<file path="src/rtl/cdps_pkg.sv">
// package: register map, field layout, reset values and encodings of the clock divisor block
package cdps_pkg;

  // register word addresses (byte addresses, one aligned word each)
  localparam logic [3:0] ADDR_DIVCTL  = 4'h0;
  localparam logic [3:0] ADDR_OSCCTL  = 4'h4;
  localparam logic [3:0] ADDR_PWRCMD  = 4'h8;
  localparam logic [3:0] ADDR_STATUS  = 4'hC;

  // clock_divisor_control field positions
  localparam int RECOVER_BIT   = 15;
  localparam int DOZE_LSB      = 12;
  localparam int SLOW_EN_BIT   = 11;
  localparam int FRC_LSB       = 8;
  localparam int POST_LSB      = 6;
  localparam int PRE_LSB       = 0;

  // reset values
  localparam logic [2:0] DOZE_RST  = 3'h3;
  localparam logic [2:0] FRC_RST   = 3'h0;
  localparam logic [1:0] POST_RST  = 2'h1;
  localparam logic [4:0] PRE_RST   = 5'h00;
  localparam logic [2:0] OSC_RST   = 3'h0;
  localparam logic [2:0] DOZE_ZERO = 3'h0;
  localparam logic [1:0] POST_RSVD = 2'h2;

  // osc control register fields
  localparam int NOSC_LSB      = 8;
  localparam int LOCK_BIT      = 7;
  localparam int COSC_LSB      = 0;

  // power save command operands
  localparam logic [7:0] PS_SLEEP  = 8'h00;
  localparam logic [7:0] PS_IDLE   = 8'h01;

  // clock switch takes this many cycles to settle on the new source
  localparam logic [3:0] SWITCH_CYC = 4'h8;

  // power state encoding, one bit from run to idle, two bits from run to sleep
  typedef enum logic [1:0]
  {
    PS_RUN_ST   = 2'b00,
    PS_IDLE_ST  = 2'b01,
    PS_SLEEP_ST = 2'b11
  } cdps_pwr_t;

endpackage : cdps_pkg

</file>
<file path="src/rtl/cdps_top.sv">
// top: clock divisor, oscillator select and power-save control with wishbone slave
// Operation
// - with recover_on_interrupt set an interrupt clears slowdown_enable, otherwise it does not.
// - the slowdown ratio code divides the processor clock by 2**code, reset code 011.
// - slowdown_enable on applies the ratio, off forces a 1:1 ratio.
// - a write setting slowdown_enable with a resulting ratio code of 000 leaves slowdown_enable clear.
// - the rc postscaler divides by 1..64 for codes 000..110 and 256 for 111, reset 1.
// - the pll output divider divides by 2, 4 or 8 for codes 00, 01, 11, reset 01, 10 reserved.
// - while unlocked and with no switch pending, a write of a new_osc_select other than the current source starts a clock switch to it.
// - a power_save_instr operand selects sleep or idle.
// - sleep stops all clocks and execution, idle halts only the processor.
// - an enabled interrupt, watchdog time-out or reset wakes the device.
`timescale 1ns/1ps
`default_nettype none
module cdps_top
  import cdps_pkg::*;
(
  // clock and reset
  input  wire logic        clock_i,
  input  wire logic        srst_i,
  // wishbone slave
  input  wire logic        wb_cyc_i,
  input  wire logic        wb_stb_i,
  input  wire logic        wb_we_i,
  input  wire logic [3:0]  wb_adr_i,
  input  wire logic [3:0]  wb_sel_i,
  input  wire logic [31:0] wb_dat_i,
  output logic [31:0]      wb_dat_o,
  output logic             wb_ack_o,
  // wake sources
  input  wire logic        irq_i,
  input  wire logic        wdt_timeout_i,
  // clock controls
  output logic             cpu_tick_o,
  output logic             cpu_run_o,
  output logic             periph_run_o,
  output logic [7:0]       frc_shift_o,
  output logic [3:0]       pll_div_o,
  output logic [2:0]       osc_sel_o,
  output logic             switch_busy_o
);

  // clock_divisor_control fields
  logic            recover_r;
  logic [2:0]      doze_r;
  logic            slow_en_r;
  logic [2:0]      frc_r;
  logic [1:0]      post_r;
  logic [4:0]      pre_r;
  // oscillator control
  logic [2:0]      nosc_r;
  logic [2:0]      cosc_r;
  logic            lock_r;
  logic [3:0]      sw_cnt_r;
  // power state
  cdps_pwr_t       pwr_r;
  logic            wake_r;
  // wake input synchronisers
  logic [2:0]      irq_sync_r;
  logic [2:0]      wdt_sync_r;
  logic            irq_r;
  logic            wdt_r;
  // bus and slowdown divider
  logic            req;
  logic            wr;
  logic [15:0]     wdata;
  logic            doze_tick;
  logic            div_run;
  logic [7:0]      doze_shift;

  function automatic logic [7:0] frc_shift(input logic [2:0] code);
    frc_shift = (code == 3'h7) ? 8'h08 : {5'h00, code};
  endfunction : frc_shift

  function automatic logic [3:0] pll_div(input logic [1:0] code);
    case (code)
      2'h0:    pll_div = 4'h2;
      2'h1:    pll_div = 4'h4;
      2'h3:    pll_div = 4'h8;
      default: pll_div = 4'h4;
    endcase
  endfunction : pll_div

  function automatic logic [15:0] merge16(input logic [15:0] old, input logic [31:0] d,
                                          input logic [3:0] sel);
    merge16 = {sel[1] ? d[15:8] : old[15:8], sel[0] ? d[7:0] : old[7:0]};
  endfunction : merge16

  assign req   = wb_cyc_i && wb_stb_i && !wb_ack_o;
  assign wr    = req && wb_we_i;
  assign wdata = merge16({recover_r, doze_r, slow_en_r, frc_r, post_r, 1'b0, pre_r},
                         wb_dat_i, wb_sel_i);

  // wishbone answer one cycle after the request, dropped in the next
  always_ff @(posedge clock_i)
  begin
    if (srst_i)
      wb_ack_o <= 1'b0;
    else
      wb_ack_o <= req;
  end

  always_ff @(posedge clock_i)
  begin
    if (srst_i)
      wb_dat_o <= 32'h0000_0000;
    else if (req && !wb_we_i)
    begin
      if (wb_adr_i == ADDR_DIVCTL)
        wb_dat_o <= {16'h0000, recover_r, doze_r, slow_en_r, frc_r, post_r, 1'b0, pre_r};
      else if (wb_adr_i == ADDR_OSCCTL)
        wb_dat_o <= {21'h0, nosc_r, lock_r, 4'h0, cosc_r};
      else if (wb_adr_i == ADDR_STATUS)
        wb_dat_o <= {27'h0, switch_busy_o, wake_r, 1'b0, pwr_r};
      else
        wb_dat_o <= 32'h0000_0000;
    end
  end

  // clock_divisor_control
  always_ff @(posedge clock_i)
  begin
    if (srst_i)
    begin
      recover_r <= 1'b0;
      doze_r    <= DOZE_RST;
      slow_en_r <= 1'b0;
      frc_r   <= FRC_RST;
      post_r  <= POST_RST;
      pre_r   <= PRE_RST;
    end
    else
    begin
      if (wr && wb_adr_i == ADDR_DIVCTL)
      begin
        recover_r <= wdata[RECOVER_BIT];
        frc_r <= wdata[FRC_LSB +: 3];
        pre_r <= wdata[PRE_LSB +: 5];
        if (wdata[POST_LSB +: 2] != POST_RSVD)
          post_r <= wdata[POST_LSB +: 2];
        if (!slow_en_r)
          doze_r <= wdata[DOZE_LSB +: 3];
        if (wdata[SLOW_EN_BIT] && (slow_en_r ? doze_r : wdata[DOZE_LSB +: 3]) == DOZE_ZERO)
          slow_en_r <= 1'b0;
        else
          slow_en_r <= wdata[SLOW_EN_BIT];
      end
      if (irq_r && recover_r)
        slow_en_r <= 1'b0;
    end
  end

  // oscillator select and switch sequencing
  always_ff @(posedge clock_i)
  begin
    if (srst_i)
    begin
      nosc_r   <= OSC_RST;
      cosc_r   <= OSC_RST;
      lock_r   <= 1'b0;
      sw_cnt_r <= 4'h0;
    end
    else
    begin
      if (wr && wb_adr_i == ADDR_OSCCTL)
      begin
        if (wb_sel_i[0])
          lock_r <= wb_dat_i[LOCK_BIT];
        if (wb_sel_i[1] && !lock_r && sw_cnt_r == 4'h0)
        begin
          nosc_r <= wb_dat_i[NOSC_LSB +: 3];
          if (wb_dat_i[NOSC_LSB +: 3] != cosc_r)
            sw_cnt_r <= SWITCH_CYC;
        end
      end
      else if (sw_cnt_r != 4'h0)
      begin
        sw_cnt_r <= sw_cnt_r - 4'h1;
        if (sw_cnt_r == 4'h1)
          cosc_r <= nosc_r;
      end
    end
  end

  // wake inputs: three stages, a change counts once stages two and three agree
  always_ff @(posedge clock_i)
  begin
    if (srst_i)
    begin
      irq_sync_r <= 3'h0;
      wdt_sync_r <= 3'h0;
      irq_r      <= 1'b0;
      wdt_r      <= 1'b0;
    end
    else
    begin
      irq_sync_r <= {irq_sync_r[1:0], irq_i};
      wdt_sync_r <= {wdt_sync_r[1:0], wdt_timeout_i};
      if (irq_sync_r[1] == irq_sync_r[2])
        irq_r <= irq_sync_r[2];
      if (wdt_sync_r[1] == wdt_sync_r[2])
        wdt_r <= wdt_sync_r[2];
    end
  end

  // power state
  always_ff @(posedge clock_i)
  begin
    if (srst_i)
    begin
      pwr_r  <= PS_RUN_ST;
      wake_r <= 1'b0;
    end
    else
    begin
      case (pwr_r)
        PS_RUN_ST:
        begin
          if (wr && wb_adr_i == ADDR_PWRCMD && wb_sel_i[0])
          begin
            if (wb_dat_i[7:0] == PS_SLEEP)
              pwr_r <= PS_SLEEP_ST;
            else if (wb_dat_i[7:0] == PS_IDLE)
              pwr_r <= PS_IDLE_ST;
          end
          if (wr && wb_adr_i == ADDR_STATUS && wb_sel_i[0] && wb_dat_i[2])
            wake_r <= 1'b0;
        end
        PS_IDLE_ST, PS_SLEEP_ST:
        begin
          if (irq_r || wdt_r)
          begin
            pwr_r  <= PS_RUN_ST;
            wake_r <= 1'b1;
          end
        end
        default:
          pwr_r <= PS_RUN_ST;
      endcase
    end
  end

  // slowdown divider
  assign doze_shift = slow_en_r ? {5'h00, doze_r} : 8'h00;
  assign div_run    = (pwr_r == PS_RUN_ST);

  cdps_divider cdps_divider_inst
  (
    .clock_i (clock_i),
    .srst_i  (srst_i),
    .run_i   (div_run),
    .shift_i (doze_shift),
    .tick_o  (doze_tick)
  );

  // registered clock outputs
  always_ff @(posedge clock_i)
  begin
    if (srst_i)
    begin
      cpu_tick_o    <= 1'b0;
      cpu_run_o     <= 1'b1;
      periph_run_o  <= 1'b1;
      frc_shift_o   <= 8'h00;
      pll_div_o     <= 4'h4;
      osc_sel_o     <= OSC_RST;
      switch_busy_o <= 1'b0;
    end
    else
    begin
      cpu_tick_o    <= doze_tick;
      cpu_run_o     <= (pwr_r == PS_RUN_ST);
      periph_run_o  <= (pwr_r != PS_SLEEP_ST);
      frc_shift_o   <= frc_shift(frc_r);
      pll_div_o     <= pll_div(post_r);
      osc_sel_o     <= cosc_r;
      switch_busy_o <= (sw_cnt_r != 4'h0);
    end
  end

endmodule : cdps_top
`default_nettype wire

</file>
<file path="src/rtl/cdps_divider.sv">
// divider: programmable power-of-two strobe generator
`timescale 1ns/1ps
`default_nettype none
module cdps_divider
  import cdps_pkg::*;
(
  // clock and reset
  input  wire logic       clock_i,
  input  wire logic       srst_i,
  // control
  input  wire logic       run_i,
  input  wire logic [7:0] shift_i,
  // strobe out, one cycle in every 2**shift_i for shift_i up to 8
  output logic            tick_o
);

  logic [7:0] cnt_r;
  logic [8:0] period;

  assign period = 9'h001 << shift_i[3:0];

  always_ff @(posedge clock_i)
  begin
    if (srst_i || !run_i)
    begin
      cnt_r  <= 8'h00;
      tick_o <= 1'b0;
    end
    else if ({1'b0, cnt_r} >= period - 9'h001)
    begin
      cnt_r  <= 8'h00;
      tick_o <= 1'b1;
    end
    else
    begin
      cnt_r  <= cnt_r + 8'h01;
      tick_o <= 1'b0;
    end
  end

endmodule : cdps_divider
`default_nettype wire

</file>
<file path="config.mk">
export PLATFORM = sky130hd
export DESIGN_NAME = cdps_top
export DESIGN_NICKNAME = d
export VERILOG_FILES = /design/src/rtl/cdps_pkg.sv /design/src/rtl/cdps_top.sv /design/src/rtl/cdps_divider.sv
export SDC_FILE = /design/constraint.sdc
export NUM_CORES = 1
export LEC_CHECK = 0
export ABC_CLOCK_PERIOD_IN_PS = 6700
export CORE_MARGIN = 3
export CORE_UTILIZATION = 40
export CTS_BUF_LIST = sky130_fd_sc_hd__clkbuf_16
export DETAILED_ROUTE_END_ITERATION = 16
export DONT_BUFFER_PORTS = 1
export PLACE_DENSITY_LB_ADDON = 0.08
export SLEW_MARGIN = 20
export SYNTH_ARGS = -nofsm -noshare
export SYNTH_HDL_FRONTEND = slang
export SYNTH_HIERARCHICAL = 1
export SYNTH_SLANG_ARGS = --single-unit
</file>
<file path="constraint.sdc">
create_clock -name clock_i -period 6.7 [get_ports clock_i]
set_input_delay 0.67 -clock clock_i [delete_from_list [all_inputs] [get_ports clock_i]]
set_output_delay 0.67 -clock clock_i [all_outputs]
set_load 0.01 [all_outputs]
</file>
==> impl_metrics.py, run 1 <==
metrics = {
    "critical_path": {
        "worst-r2r-cell-count": 12,
        "arrival_ps": 3420,
        "cp-endpoint": "cdps_divider_inst/cnt_r[3]",
        "cp.depth": 12,
        "cpLargestDelayFamily": "compound AO/OA/AOI/OAI gates",
        "cp_max_fo": 9,
        "critPathLaunch": "slow_en_r",
        "cp.required_ps": 6940,
        "path_cells": "and2_1 > nor3_1 > nand2b_1 > ha_1 > nor3_1 > a21o_1 > a32oi_1 > ha_1 > a211o_1 > a31oi_1 > o21ai_2 > a211oi_1",
        "cp_slowest_stage_delay_ps": 500,
        "reg2reg_to": "cdps_divider_inst/cnt_r[3]",
        "r2r_start": "slow_en_r",
        "crit_path_top_delay_cell": "dfxtp_1",
        "crit_type": "reg2reg",
        "critPathLaunchType": "register",
        "crit_path_end_kind": "register",
        "rrSetupSlack_ps": 3520,
        "crit_buf_inv": 0,
    },
    "die": {
        "rows": 33,
        "die-area_mm2": 0.0101,
        "die_width_um": 100,
        "ioPinCount": 99,
        "fp.dieH_um": 100,
        "core_area_mm2": 0.00842,
        "initial_core_util_pct": 42.2,
    },
    "clock_network": {
        "cts_resized": 0,
        "cts_tree": "done",
        "clock_path_buffers": 2,
        "clkTransAtPathRegs_ps": 60,
        "cts_sinks": 76,
        "htree_levels": 3,
        "cts_buffers": 9,
        "holdBufCountCts": 0,
        "clockRootBuffer": "clkbuf_16",
        "cts_setup_buffers": 0,
        "clock_latency_ps": 330,
    },
    "timing": {
        "rsz0062_at_grt": "false",
        "maxSlewViolCount": 0,
        "relSlewSlack_pct": 38.6,
        "tightest_slew_ps": 919,
        "setup_viol": 0,
        "fin_crit_ps": 3180,
        "finalCritPeriodShare_pct": 47.5,
        "hold_viol_final": 0,
        "finalClockSkew_ps": 5.94,
        "finalSetupTns_ps": 0,
        "clock.fmax_mhz": 314,
    },
    "detailed_routing": {
        "totalWireLength_mm": 7.87,
        "dr.pass1.iters": 4,
        "via_per_inst": 5.27,
        "vias": 2601,
        "drt_iter0_drc": 113,
        "drc": 0,
        "drtAntennaViolNets": 0,
        "wl_per_cell_um": 15.9,
    },
    "hold_path": {
        "worst_hold_path.num_cells": 1,
        "hp-class": "in2reg",
    },
    "final_layout": {
        "diodes": 0,
        "n_fill_cell": 827,
        "final_layout_size_suffix_gt1_share_pct": 9.00,
        "syn_to_final_growth_pct": 10.2,
        "design_area_mm2": 0.00392,
        "layout.nets": 446,
    },
    "yosys": {
        "netlist-cell-type-count": 58,
        "async_flop_share_pct": 0,
        "synthTopCellsByArea": "dfxtp_1, mux2i_1, ha_1, buf_4, nor2_1",
        "synth_seq_cells": 76,
        "synth_top_area_share_pct": 42.8,
        "synth_common_cells": "dfxtp_1, nor2_1, buf_4",
        "synthFlopType": "dfxtp_1",
        "synthCells": 379,
        "syn_area_mm2": 0.00356,
        "yosys.area.top_type": "dfxtp_1",
        "synth-edff-count": 0,
        "yosysMostFrequentCell": "dfxtp_1",
        "synth-seq-area-share_pct": 42.8,
        "ys.warnings.count": 6,
        "syn_area_per_cell_um2": 9.39,
    },
    "flow_run": {
        "cap_violations": 0,
    },
    "placed_design": {
        "port_buffers": 0,
        "placed_cell_area_mm2": 0.00358,
        "place.gp.congestion": 0.770,
        "hpwlAfterDp_mm": 5.81,
    },
    "global_routing": {
        "antenna_found_initial": 0,
        "grt_util_all_layers_pct": 16.2,
        "grt_max_degree": 71,
        "grt_pass1_vias": 2452,
        "grt_pass1_wl_mm": 12.8,
        "grt_remaining_overflow": 0,
    },
    "power": {
        "vdd_drop_max_uv": 137,
        "p_leak_nw": 1.53,
        "pwr_density_cell_mw_per_mm2": 292,
    },
    "outcome": {
        "status": "finished clean",
    },
}
## power breakdown
| part | switching [mW] | internal, mW | leakage (nW) | total, mW |
|---|---|---|---|---|
| clock | 0.184 | 0.363 | 0.166 | 0.546 |
| sequential | 0.0202 | 0.471 | 0.616 | 0.491 |
| combinational | 0.0611 | 0.0468 | 0.752 | 0.108 |
## how the worst min path moves through the flow
stage,slack (ps),startpoint,to
after global placement,420,irq_sync_r[0],irq_sync_r[1]
after global routing,400,srst_i,pll_div_o[3]
after detailed placement,430,irq_sync_r[0],irq_sync_r[1]
after CTS,400,srst_i,switch_busy_o
final,420,srst_i,pll_div_o[3]
after floorplan,410,cdps_divider_inst/tick_o,cpu_tick_o
## flip-flops by register name, indices dropped and copies added, names as in the netlist, 4 cells and up
register and cells:
cdps_divider_inst/cnt_r 8, frc_shift_o 4, pre_r 5, sw_cnt_r 4, wb_dat_o 15
## metrics by stage
step	instances	worst slack (ps)	total power [mW]	hold WS [ps]	utilization, %
after global placement	479	3530	0.608	422	42.6
after floorplan	408	3890	0.601	414	-
after global routing	494	3220	1.20	399	46.6
after detailed placement	479	3540	0.609	428	42.6
after CTS	494	3500	1.16	399	46.6
final	494	3520	1.14	415	46.6
## kinds of logic (layout without fill, tap and decap cells)
| group | count (synthesis) | count (layout) | share of synthesized area [%] |
|---|---|---|---|
| muxes | 20 | 20 | 5.66 |
| other | 1 | 30 | 0.105 |
| and+or+nand+nor | 142 | 142 | 22.5 |
| AOI/OAI and AO/OA | 70 | 70 | 13.9 |
| xor gates and xnor gates | 11 | 11 | 2.71 |
| adders and majority gates | 14 | 14 | 4.92 |
| DFF | 76 | 76 | 42.8 |
| buffers and inverters | 45 | 26 | 7.38 |
## cell type report
cell class,instances,area [um2],share of cell area (%)
flip-flops and latches,76,1520,38.8
clock buffers,9,225,5.74
repair buffers,2,15.0,0.383
well taps,105,131,3.35
multi-input cells,287,1880,48.0
inverters,9,33.8,0.861
clock inverters,6,113,2.87
## placed cells by master, fill, tap and decap left out, types with 7 or more instances in the layout
cell type / count
ha_1: 14
nor3_1: 15
nor2_1: 38
dfxtp_1: 76
conb_1: 30
a21oi_1: 20
nand2_1: 19
o21ai_0: 7
a221oi_1: 8
a211oi_1: 10
inv_1: 9
nand3_1: 12
nor2b_1: 15
clkbuf_16: 9
mux2i_1: 19
## layer usage
layer  up-vias  track usage, %  part of all wire (%)
li1       1318               -                     -
met1      1200            21.9                    46
met2        76            23.5                    44
met4         0            4.35                  0.91
met5         -               0                     0
met3         7            6.88                   9.1
Power figures use the tool's default switching activity.
==> run 2: changes to the inputs <==
--- a/config.mk
+++ b/config.mk
@@ -5,7 +5,7 @@
 export SDC_FILE = /design/constraint.sdc
 export NUM_CORES = 1
 export LEC_CHECK = 0
-export ABC_CLOCK_PERIOD_IN_PS = 6700
+export ABC_CLOCK_PERIOD_IN_PS = 2700
 export CORE_MARGIN = 3
 export CORE_UTILIZATION = 40
 export CTS_BUF_LIST = sky130_fd_sc_hd__clkbuf_16
==> constraint.sdc (replaced) <==
create_clock -name clock_i -period 2.7 [get_ports clock_i]
set_input_delay 0.27 -clock clock_i [delete_from_list [all_inputs] [get_ports clock_i]]
set_output_delay 0.27 -clock clock_i [all_outputs]
set_load 0.01 [all_outputs]
==> run 2 against run 1 <==
Via count increased by 4.9%. Utilization increased by 1.5 points. Non-clock buffer count increased by 11. Critical path depth unchanged. First-iteration DRC count decreased by 14%. Clock skew about the same. Sequential cell count unchanged. Die area unchanged. Largest cell class unchanged. Highest routed layer unchanged. Register-to-register slack got worse by 3500 ps. Hold slack got worse by 390 ps.
==> impl_metrics.py, run 2 (same netlist as run 1, synthesis figures left out) <==
metrics = {
    "clock_network": {
        "htree_levels": 3,
        "cts_buffers": 9,
        "clock_latency_ps": 320,
        "cts_tree": "done",
        "cts_sinks": 76,
        "clockRootBuffer": "clkbuf_16",
        "clock_path_buffers": 2,
        "clkTransAtPathRegs_ps": 60,
    },
    "timing": {
        "finalSetupTns_ps": 0,
        "finalClockSkew_ps": 6.29,
        "setup_viol": 0,
        "setup_ws_ps": 51.8,
        "fin_crit_ps": 2650,
        "hold_viol_final": 0,
        "clock.fmax_mhz": 378,
        "maxSlewViolCount": 0,
        "relSlewSlack_pct": 46.2,
        "tightest_slew_ps": 801,
        "rsz0062_at_grt": "true",
        "finalCritPeriodShare_pct": 98.1,
    },
    "die": {
        "core_area_mm2": 0.00842,
        "ioPinCount": 99,
        "rows": 33,
        "fp.dieH_um": 100,
        "die_width_um": 100,
        "initial_core_util_pct": 42.2,
        "die-area_mm2": 0.0101,
    },
    "detailed_routing": {
        "wl_per_cell_um": 16.4,
        "totalWireLength_mm": 8.27,
        "vias": 2728,
        "via_per_inst": 5.40,
        "drc": 0,
        "dr.pass1.iters": 4,
        "drtAntennaViolNets": 0,
        "drt_iter0_drc": 97,
    },
    "global_routing": {
        "grt_remaining_overflow": 0,
        "grt_pass1_vias": 2584,
        "grt_pass1_wl_mm": 13.0,
        "grt_util_all_layers_pct": 16.4,
        "grt_max_degree": 71,
        "antenna_found_initial": 0,
    },
    "placed_design": {
        "place_ws_ps": 4.55,
        "port_buffers": 0,
        "place.gp.congestion": 0.771,
        "hpwlAfterDp_mm": 5.96,
    },
    "critical_path": {
        "reg2reg_to": "cdps_divider_inst/cnt_r[7]",
        "critPathLaunch": "doze_r[1]",
        "cp_max_fo": 5,
        "cp.required_ps": 2940,
        "r2r_start": "doze_r[1]",
        "crit_path_end_kind": "register",
        "crit_type": "reg2reg",
        "critPathLaunchType": "register",
        "rrSetupSlack_ps": 50,
        "worst-r2r-cell-count": 12,
        "arrival_ps": 2890,
    },
    "hold_path": {
        "hp-class": "in2reg",
        "min_to": "wb_ack_o",
        "hp-start": "srst_i",
        "worst_hold_path.num_cells": 1,
    },
    "final_layout": {
        "n_fill_cell": 807,
        "layout.nets": 458,
        "final_layout_size_suffix_gt1_share_pct": 15.5,
        "final_cell_mix": "dfxtp_1, nor2_1, conb_1",
        "final_common_cell": "dfxtp_1",
        "postLayoutCoreUtil_pct": 48.1,
        "ff_latch_area_mm2": 0.00153,
        "largest_reg_flops": 15,
        "top_register": "wb_dat_o",
        "syn_to_final_growth_pct": 13.8,
        "multi_input_area_mm2": 0.00200,
        "diodes": 0,
        "top_regs": "wb_dat_o (15), cdps_divider_inst/cnt_r (8), pre_r (5)",
    },
    "power": {
        "p_leak_nw": 1.57,
        "vdd_drop_max_uv": 292,
        "power_mw": 2.56,
        "pwr_density_cell_mw_per_mm2": 632,
    },
    "outcome": {
        "status": "finished clean",
    },
    "flow_run": {
        "cap_violations": 0,
    },
}
-- run 2: cell types whose count changed in the layout (fill, tap and decap cells not counted), moves of 3 or more --
cell	previous run	this run
a211oi_1	10	4
a211oi_2	0	6
buf_4	2	13
bufinv_16	3	0
-- run 2: worst max path at each step --
stage | slack (ps) | endpoint | depth (start not counted)
after floorplan | 6 | cdps_divider_inst/cnt_r[0] | 14
after global placement | 60 | cdps_divider_inst/cnt_r[2] | 11
after detailed placement | 5 | cdps_divider_inst/cnt_r[3] | 11
after CTS | 20 | cdps_divider_inst/cnt_r[4] | 11
after global routing | -100 | cdps_divider_inst/cnt_r[7] | 12
final | 50 | cdps_divider_inst/cnt_r[7] | 12
-- run 2: cell type report --
cell class	count	area share, %
Clock buffer	9	5.56
Sequential cell	76	37.7
Tap cell	105	3.24
Inverter	9	0.834
Multi-Input combinational cell	288	49.5
Clock inverter	5	0.773
Timing Repair Buffer	13	2.41
-- run 2: per-layer routing --
layer / share of wire (%) / track usage [%] / vias up
li1: - / - / 1331
met5: 0 / 0 / -
met1: 44 / 20.7 / 1302
met3: 7.6 / 5.98 / 10
met2: 47 / 25.8 / 85
met4: 1.4 / 5.80 / 0
-- run 2: critical path, cell delays in order, from the launching register on --
cell	delay, ps
dfxtp_4	340
and2_4	160
nor3_4	170
nand2b_1	140
ha_4	210
nor3_4	160
a21o_1	100
a32oi_1	80
ha_1	300
a211o_1	330
a31oi_4	230
o21ai_4	140
a211oi_2	200
-- run 2: power by group --
group | internal (mW) | total (mW) | switching (mW)
registers | 1.17 | 1.22 | 0.0502
clock network | 0.608 | 1.05 | 0.445
logic | 0.126 | 0.291 | 0.164
total | 1.90 | 2.56 | 0.659
-- run 2: timing repair --
item                       CTS  global route
setup endpoints to repair    6             9
gates cloned                 1             0
gates resized for setup      2            19
pin swaps                    0            14
setup buffers                0             2
hold buffers                 0             0
-- run 2: stage by stage --
step	hold WS [ps]	instance area, um2	instances
after CTS	9.81	3930	503
after global placement	357	3660	488
final	28.5	4050	505
after global routing	18.5	4050	505
after detailed placement	355	3660	488
after floorplan	380	3680	408
==> run 3: changes to the inputs <==
--- a/config.mk
+++ b/config.mk
@@ -7,7 +7,7 @@
 export LEC_CHECK = 0
 export ABC_CLOCK_PERIOD_IN_PS = 2700
 export CORE_MARGIN = 3
-export CORE_UTILIZATION = 40
+export CORE_UTILIZATION = 57
 export CTS_BUF_LIST = sky130_fd_sc_hd__clkbuf_16
 export DETAILED_ROUTE_END_ITERATION = 16
 export DONT_BUFFER_PORTS = 1
==> run 3 against run 2 <==
Clock power is 14% higher. Wire length is 3.5% lower. Setup slack better by 54 ps. Clock-buffer cell count stayed put. Die area is 28% lower. Power is 5.8% higher. Global-route usage is 6.8 points higher. Combinational power is 2% higher. Final cell count is 5.5% lower. Critical path type unchanged. Critical endpoint unchanged. Largest power group unchanged.
==> impl_metrics.py, run 3 (same netlist as run 1, synthesis figures left out) <==
metrics = {
    "outcome": {
        "status": "finished clean",
    },
    "power": {
        "power.internal_mw": 2.02,
        "p_leak_nw": 1.59,
        "p_comb_share_pct": 10.9,
        "pwr_density_cell_mw_per_mm2": 669,
        "vdd_drop_max_uv": 536,
        "p_sw_uw": 693,
        "power_frac_clock_pct": 44.2,
        "power_mw": 2.71,
        "seq_power_share_pct": 44.9,
        "switching_share_pct": 25.6,
    },
    "clock_network": {
        "cts_tree": "done",
        "cts_buffers": 9,
        "clock_path_buffers": 2,
        "htree_levels": 3,
        "clkTransAtPathRegs_ps": 60,
        "cts_sinks": 76,
        "clock_latency_ps": 330,
        "clockRootBuffer": "clkbuf_16",
    },
    "final_layout": {
        "diodes": 0,
        "top_register": "wb_dat_o",
        "final_layout_size_suffix_gt1_share_pct": 14.7,
        "final_common_cell": "dfxtp_1",
        "final_cell_mix": "dfxtp_1, nor2_1, conb_1",
        "top_regs": "wb_dat_o (15), cdps_divider_inst/cnt_r (8), pre_r (5)",
        "layout.nets": 458,
        "largest_reg_flops": 15,
        "syn_to_final_growth_pct": 13.7,
    },
    "detailed_routing": {
        "dr.pass1.iters": 4,
        "drt_iter0_drc": 90,
        "wl_per_cell_um": 16.7,
        "vias": 2723,
        "totalWireLength_mm": 7.98,
        "via_per_inst": 5.71,
        "drtAntennaViolNets": 0,
        "drc": 0,
    },
    "timing": {
        "fin_crit_ps": 2590,
        "finalClockSkew_ps": 5.11,
        "tightest_slew_ps": 489,
        "clock.fmax_mhz": 385,
        "holdWs_ps": 22.9,
        "rsz0062_at_grt": "true",
        "maxSlewViolCount": 0,
        "relSlewSlack_pct": 66.6,
        "hold_viol_final": 0,
        "setup_viol": 0,
        "finalCritPeriodShare_pct": 96.1,
    },
    "critical_path": {
        "r2r_start": "slow_en_r",
        "arrival_ps": 2850,
        "crit_type": "reg2reg",
        "cp.required_ps": 2950,
        "worst-r2r-cell-count": 12,
        "critPathLaunchType": "register",
        "cp_max_fo": 5,
        "cp_slowest_stage_delay_ps": 330,
        "rrSetupSlack_ps": 110,
        "path_common_cell": "nor3_4",
        "reg2reg_to": "cdps_divider_inst/cnt_r[7]",
        "crit_path_end_kind": "register",
        "crit_path_top_delay_cell": "dfxtp_2",
        "path_cells": "and2_4 > nor3_4 > nand2b_1 > ha_4 > nor3_4 > a21o_1 > a32oi_2 > ha_1 > a211o_1 > a31oi_4 > o21ai_4 > a211oi_2",
        "crit_buf_inv": 0,
        "cpLargestDelayFamily": "compound AO/OA/AOI/OAI gates",
    },
    "global_routing": {
        "antenna_found_initial": 0,
        "grt_util_all_layers_pct": 23.2,
        "grt_pass1_wl_mm": 13.3,
        "grt_max_degree": 67,
        "grt_pass1_vias": 2722,
        "grt_remaining_overflow": 0,
    },
    "flow_run": {
        "cap_violations": 0,
    },
    "hold_path": {
        "hp-class": "in2reg",
        "worst_hold_path.num_cells": 1,
        "hp-start": "srst_i",
        "min_to": "post_r[1]",
    },
    "die": {
        "initial_core_util_pct": 59.4,
        "ioPinCount": 99,
        "die_width_um": 85.0,
        "fp.dieH_um": 85.0,
        "die-area_mm2": 0.00723,
        "rows": 28,
        "core_area_mm2": 0.00599,
    },
    "placed_design": {
        "place.gp.congestion": 0.804,
        "hpwlAfterDp_mm": 5.59,
        "port_buffers": 0,
    },
}
-- run 3: power by group through the flow --
stage	combinational [mW]	clock [mW]	sequential (mW)
floorplan	0.264	0	1.23
global placement	0.266	0	1.24
detailed placement	0.278	0	1.24
CTS	0.288	1.22	1.21
global route	0.338	1.26	1.22
finish	0.296	1.20	1.22
-- run 3: worst max path at each step --
| stage | startpoint | to | slack, ps | depth (start not counted) |
|---|---|---|---|---|
| floorplan | slow_en_r | cdps_divider_inst/cnt_r[0] | 6 | 14 |
| global placement | slow_en_r | cdps_divider_inst/cnt_r[7] | 90 | 11 |
| detailed placement | slow_en_r | cdps_divider_inst/cnt_r[7] | -8 | 12 |
| CTS | slow_en_r | cdps_divider_inst/cnt_r[7] | 50 | 11 |
| global route | slow_en_r | cdps_divider_inst/cnt_r[7] | -50 | 12 |
| finish | slow_en_r | cdps_divider_inst/cnt_r[7] | 110 | 12 |
-- run 3: per-layer routing --
layer / track usage (%) / share of wire [%] / vias up
li1: - / - / 1343
met1: 27.7 / 42 / 1295
met2: 38.6 / 50 / 71
met3: 6.02 / 6.3 / 14
met4: 11.1 / 1.7 / 0
met5: 0 / 0 / -
-- run 3: worst reg2reg max path, delay by kind of cell (launching register included) --
| kind | cells | cell delay [ps] |
|---|---|---|
| adder cells (fa/ha/maj) | 2 | 500 |
| AO/OA/AOI/OAI | 6 | 1100 |
| AND/OR/NAND/NOR | 4 | 590 |
| flip-flops | 1 | 330 |
-- run 3: through the flow --
stage / utilization (%) / setup TNS, ps / std cells / setup WS, ps / cell area, um2
after global placement: 60.3 / 0 / 456 / 88.8 / 3610
after floorplan: - / 0 / 408 / 6.23 / 3680
after detailed placement: 60.3 / -15.7 / 456 / -8.42 / 3610
after CTS: 66.1 / 0 / 476 / 48.9 / 3960
after global routing: 67.5 / -178 / 477 / -47.8 / 4050
final: 67.5 / 0 / 477 / 106 / 4050
-- run 3: timing repair --
item,CTS,global route
endpoints found under the hold margin,4,0
setup endpoints to repair,4,9
hold buffers,2,0
resized for setup,4,13
gates cloned,1,0
pin swaps,1,3
setup buffers,1,1
-- run 3: cell type report --
type,instances,area [um2]
inverters,9,33.8
fillers,489,1940
well taps,75,93.8
flip-flops and latches,76,1520
multi-input cells,288,2000
clock buffers,9,225
clock inverters,7,72.6
repair buffers,13,103
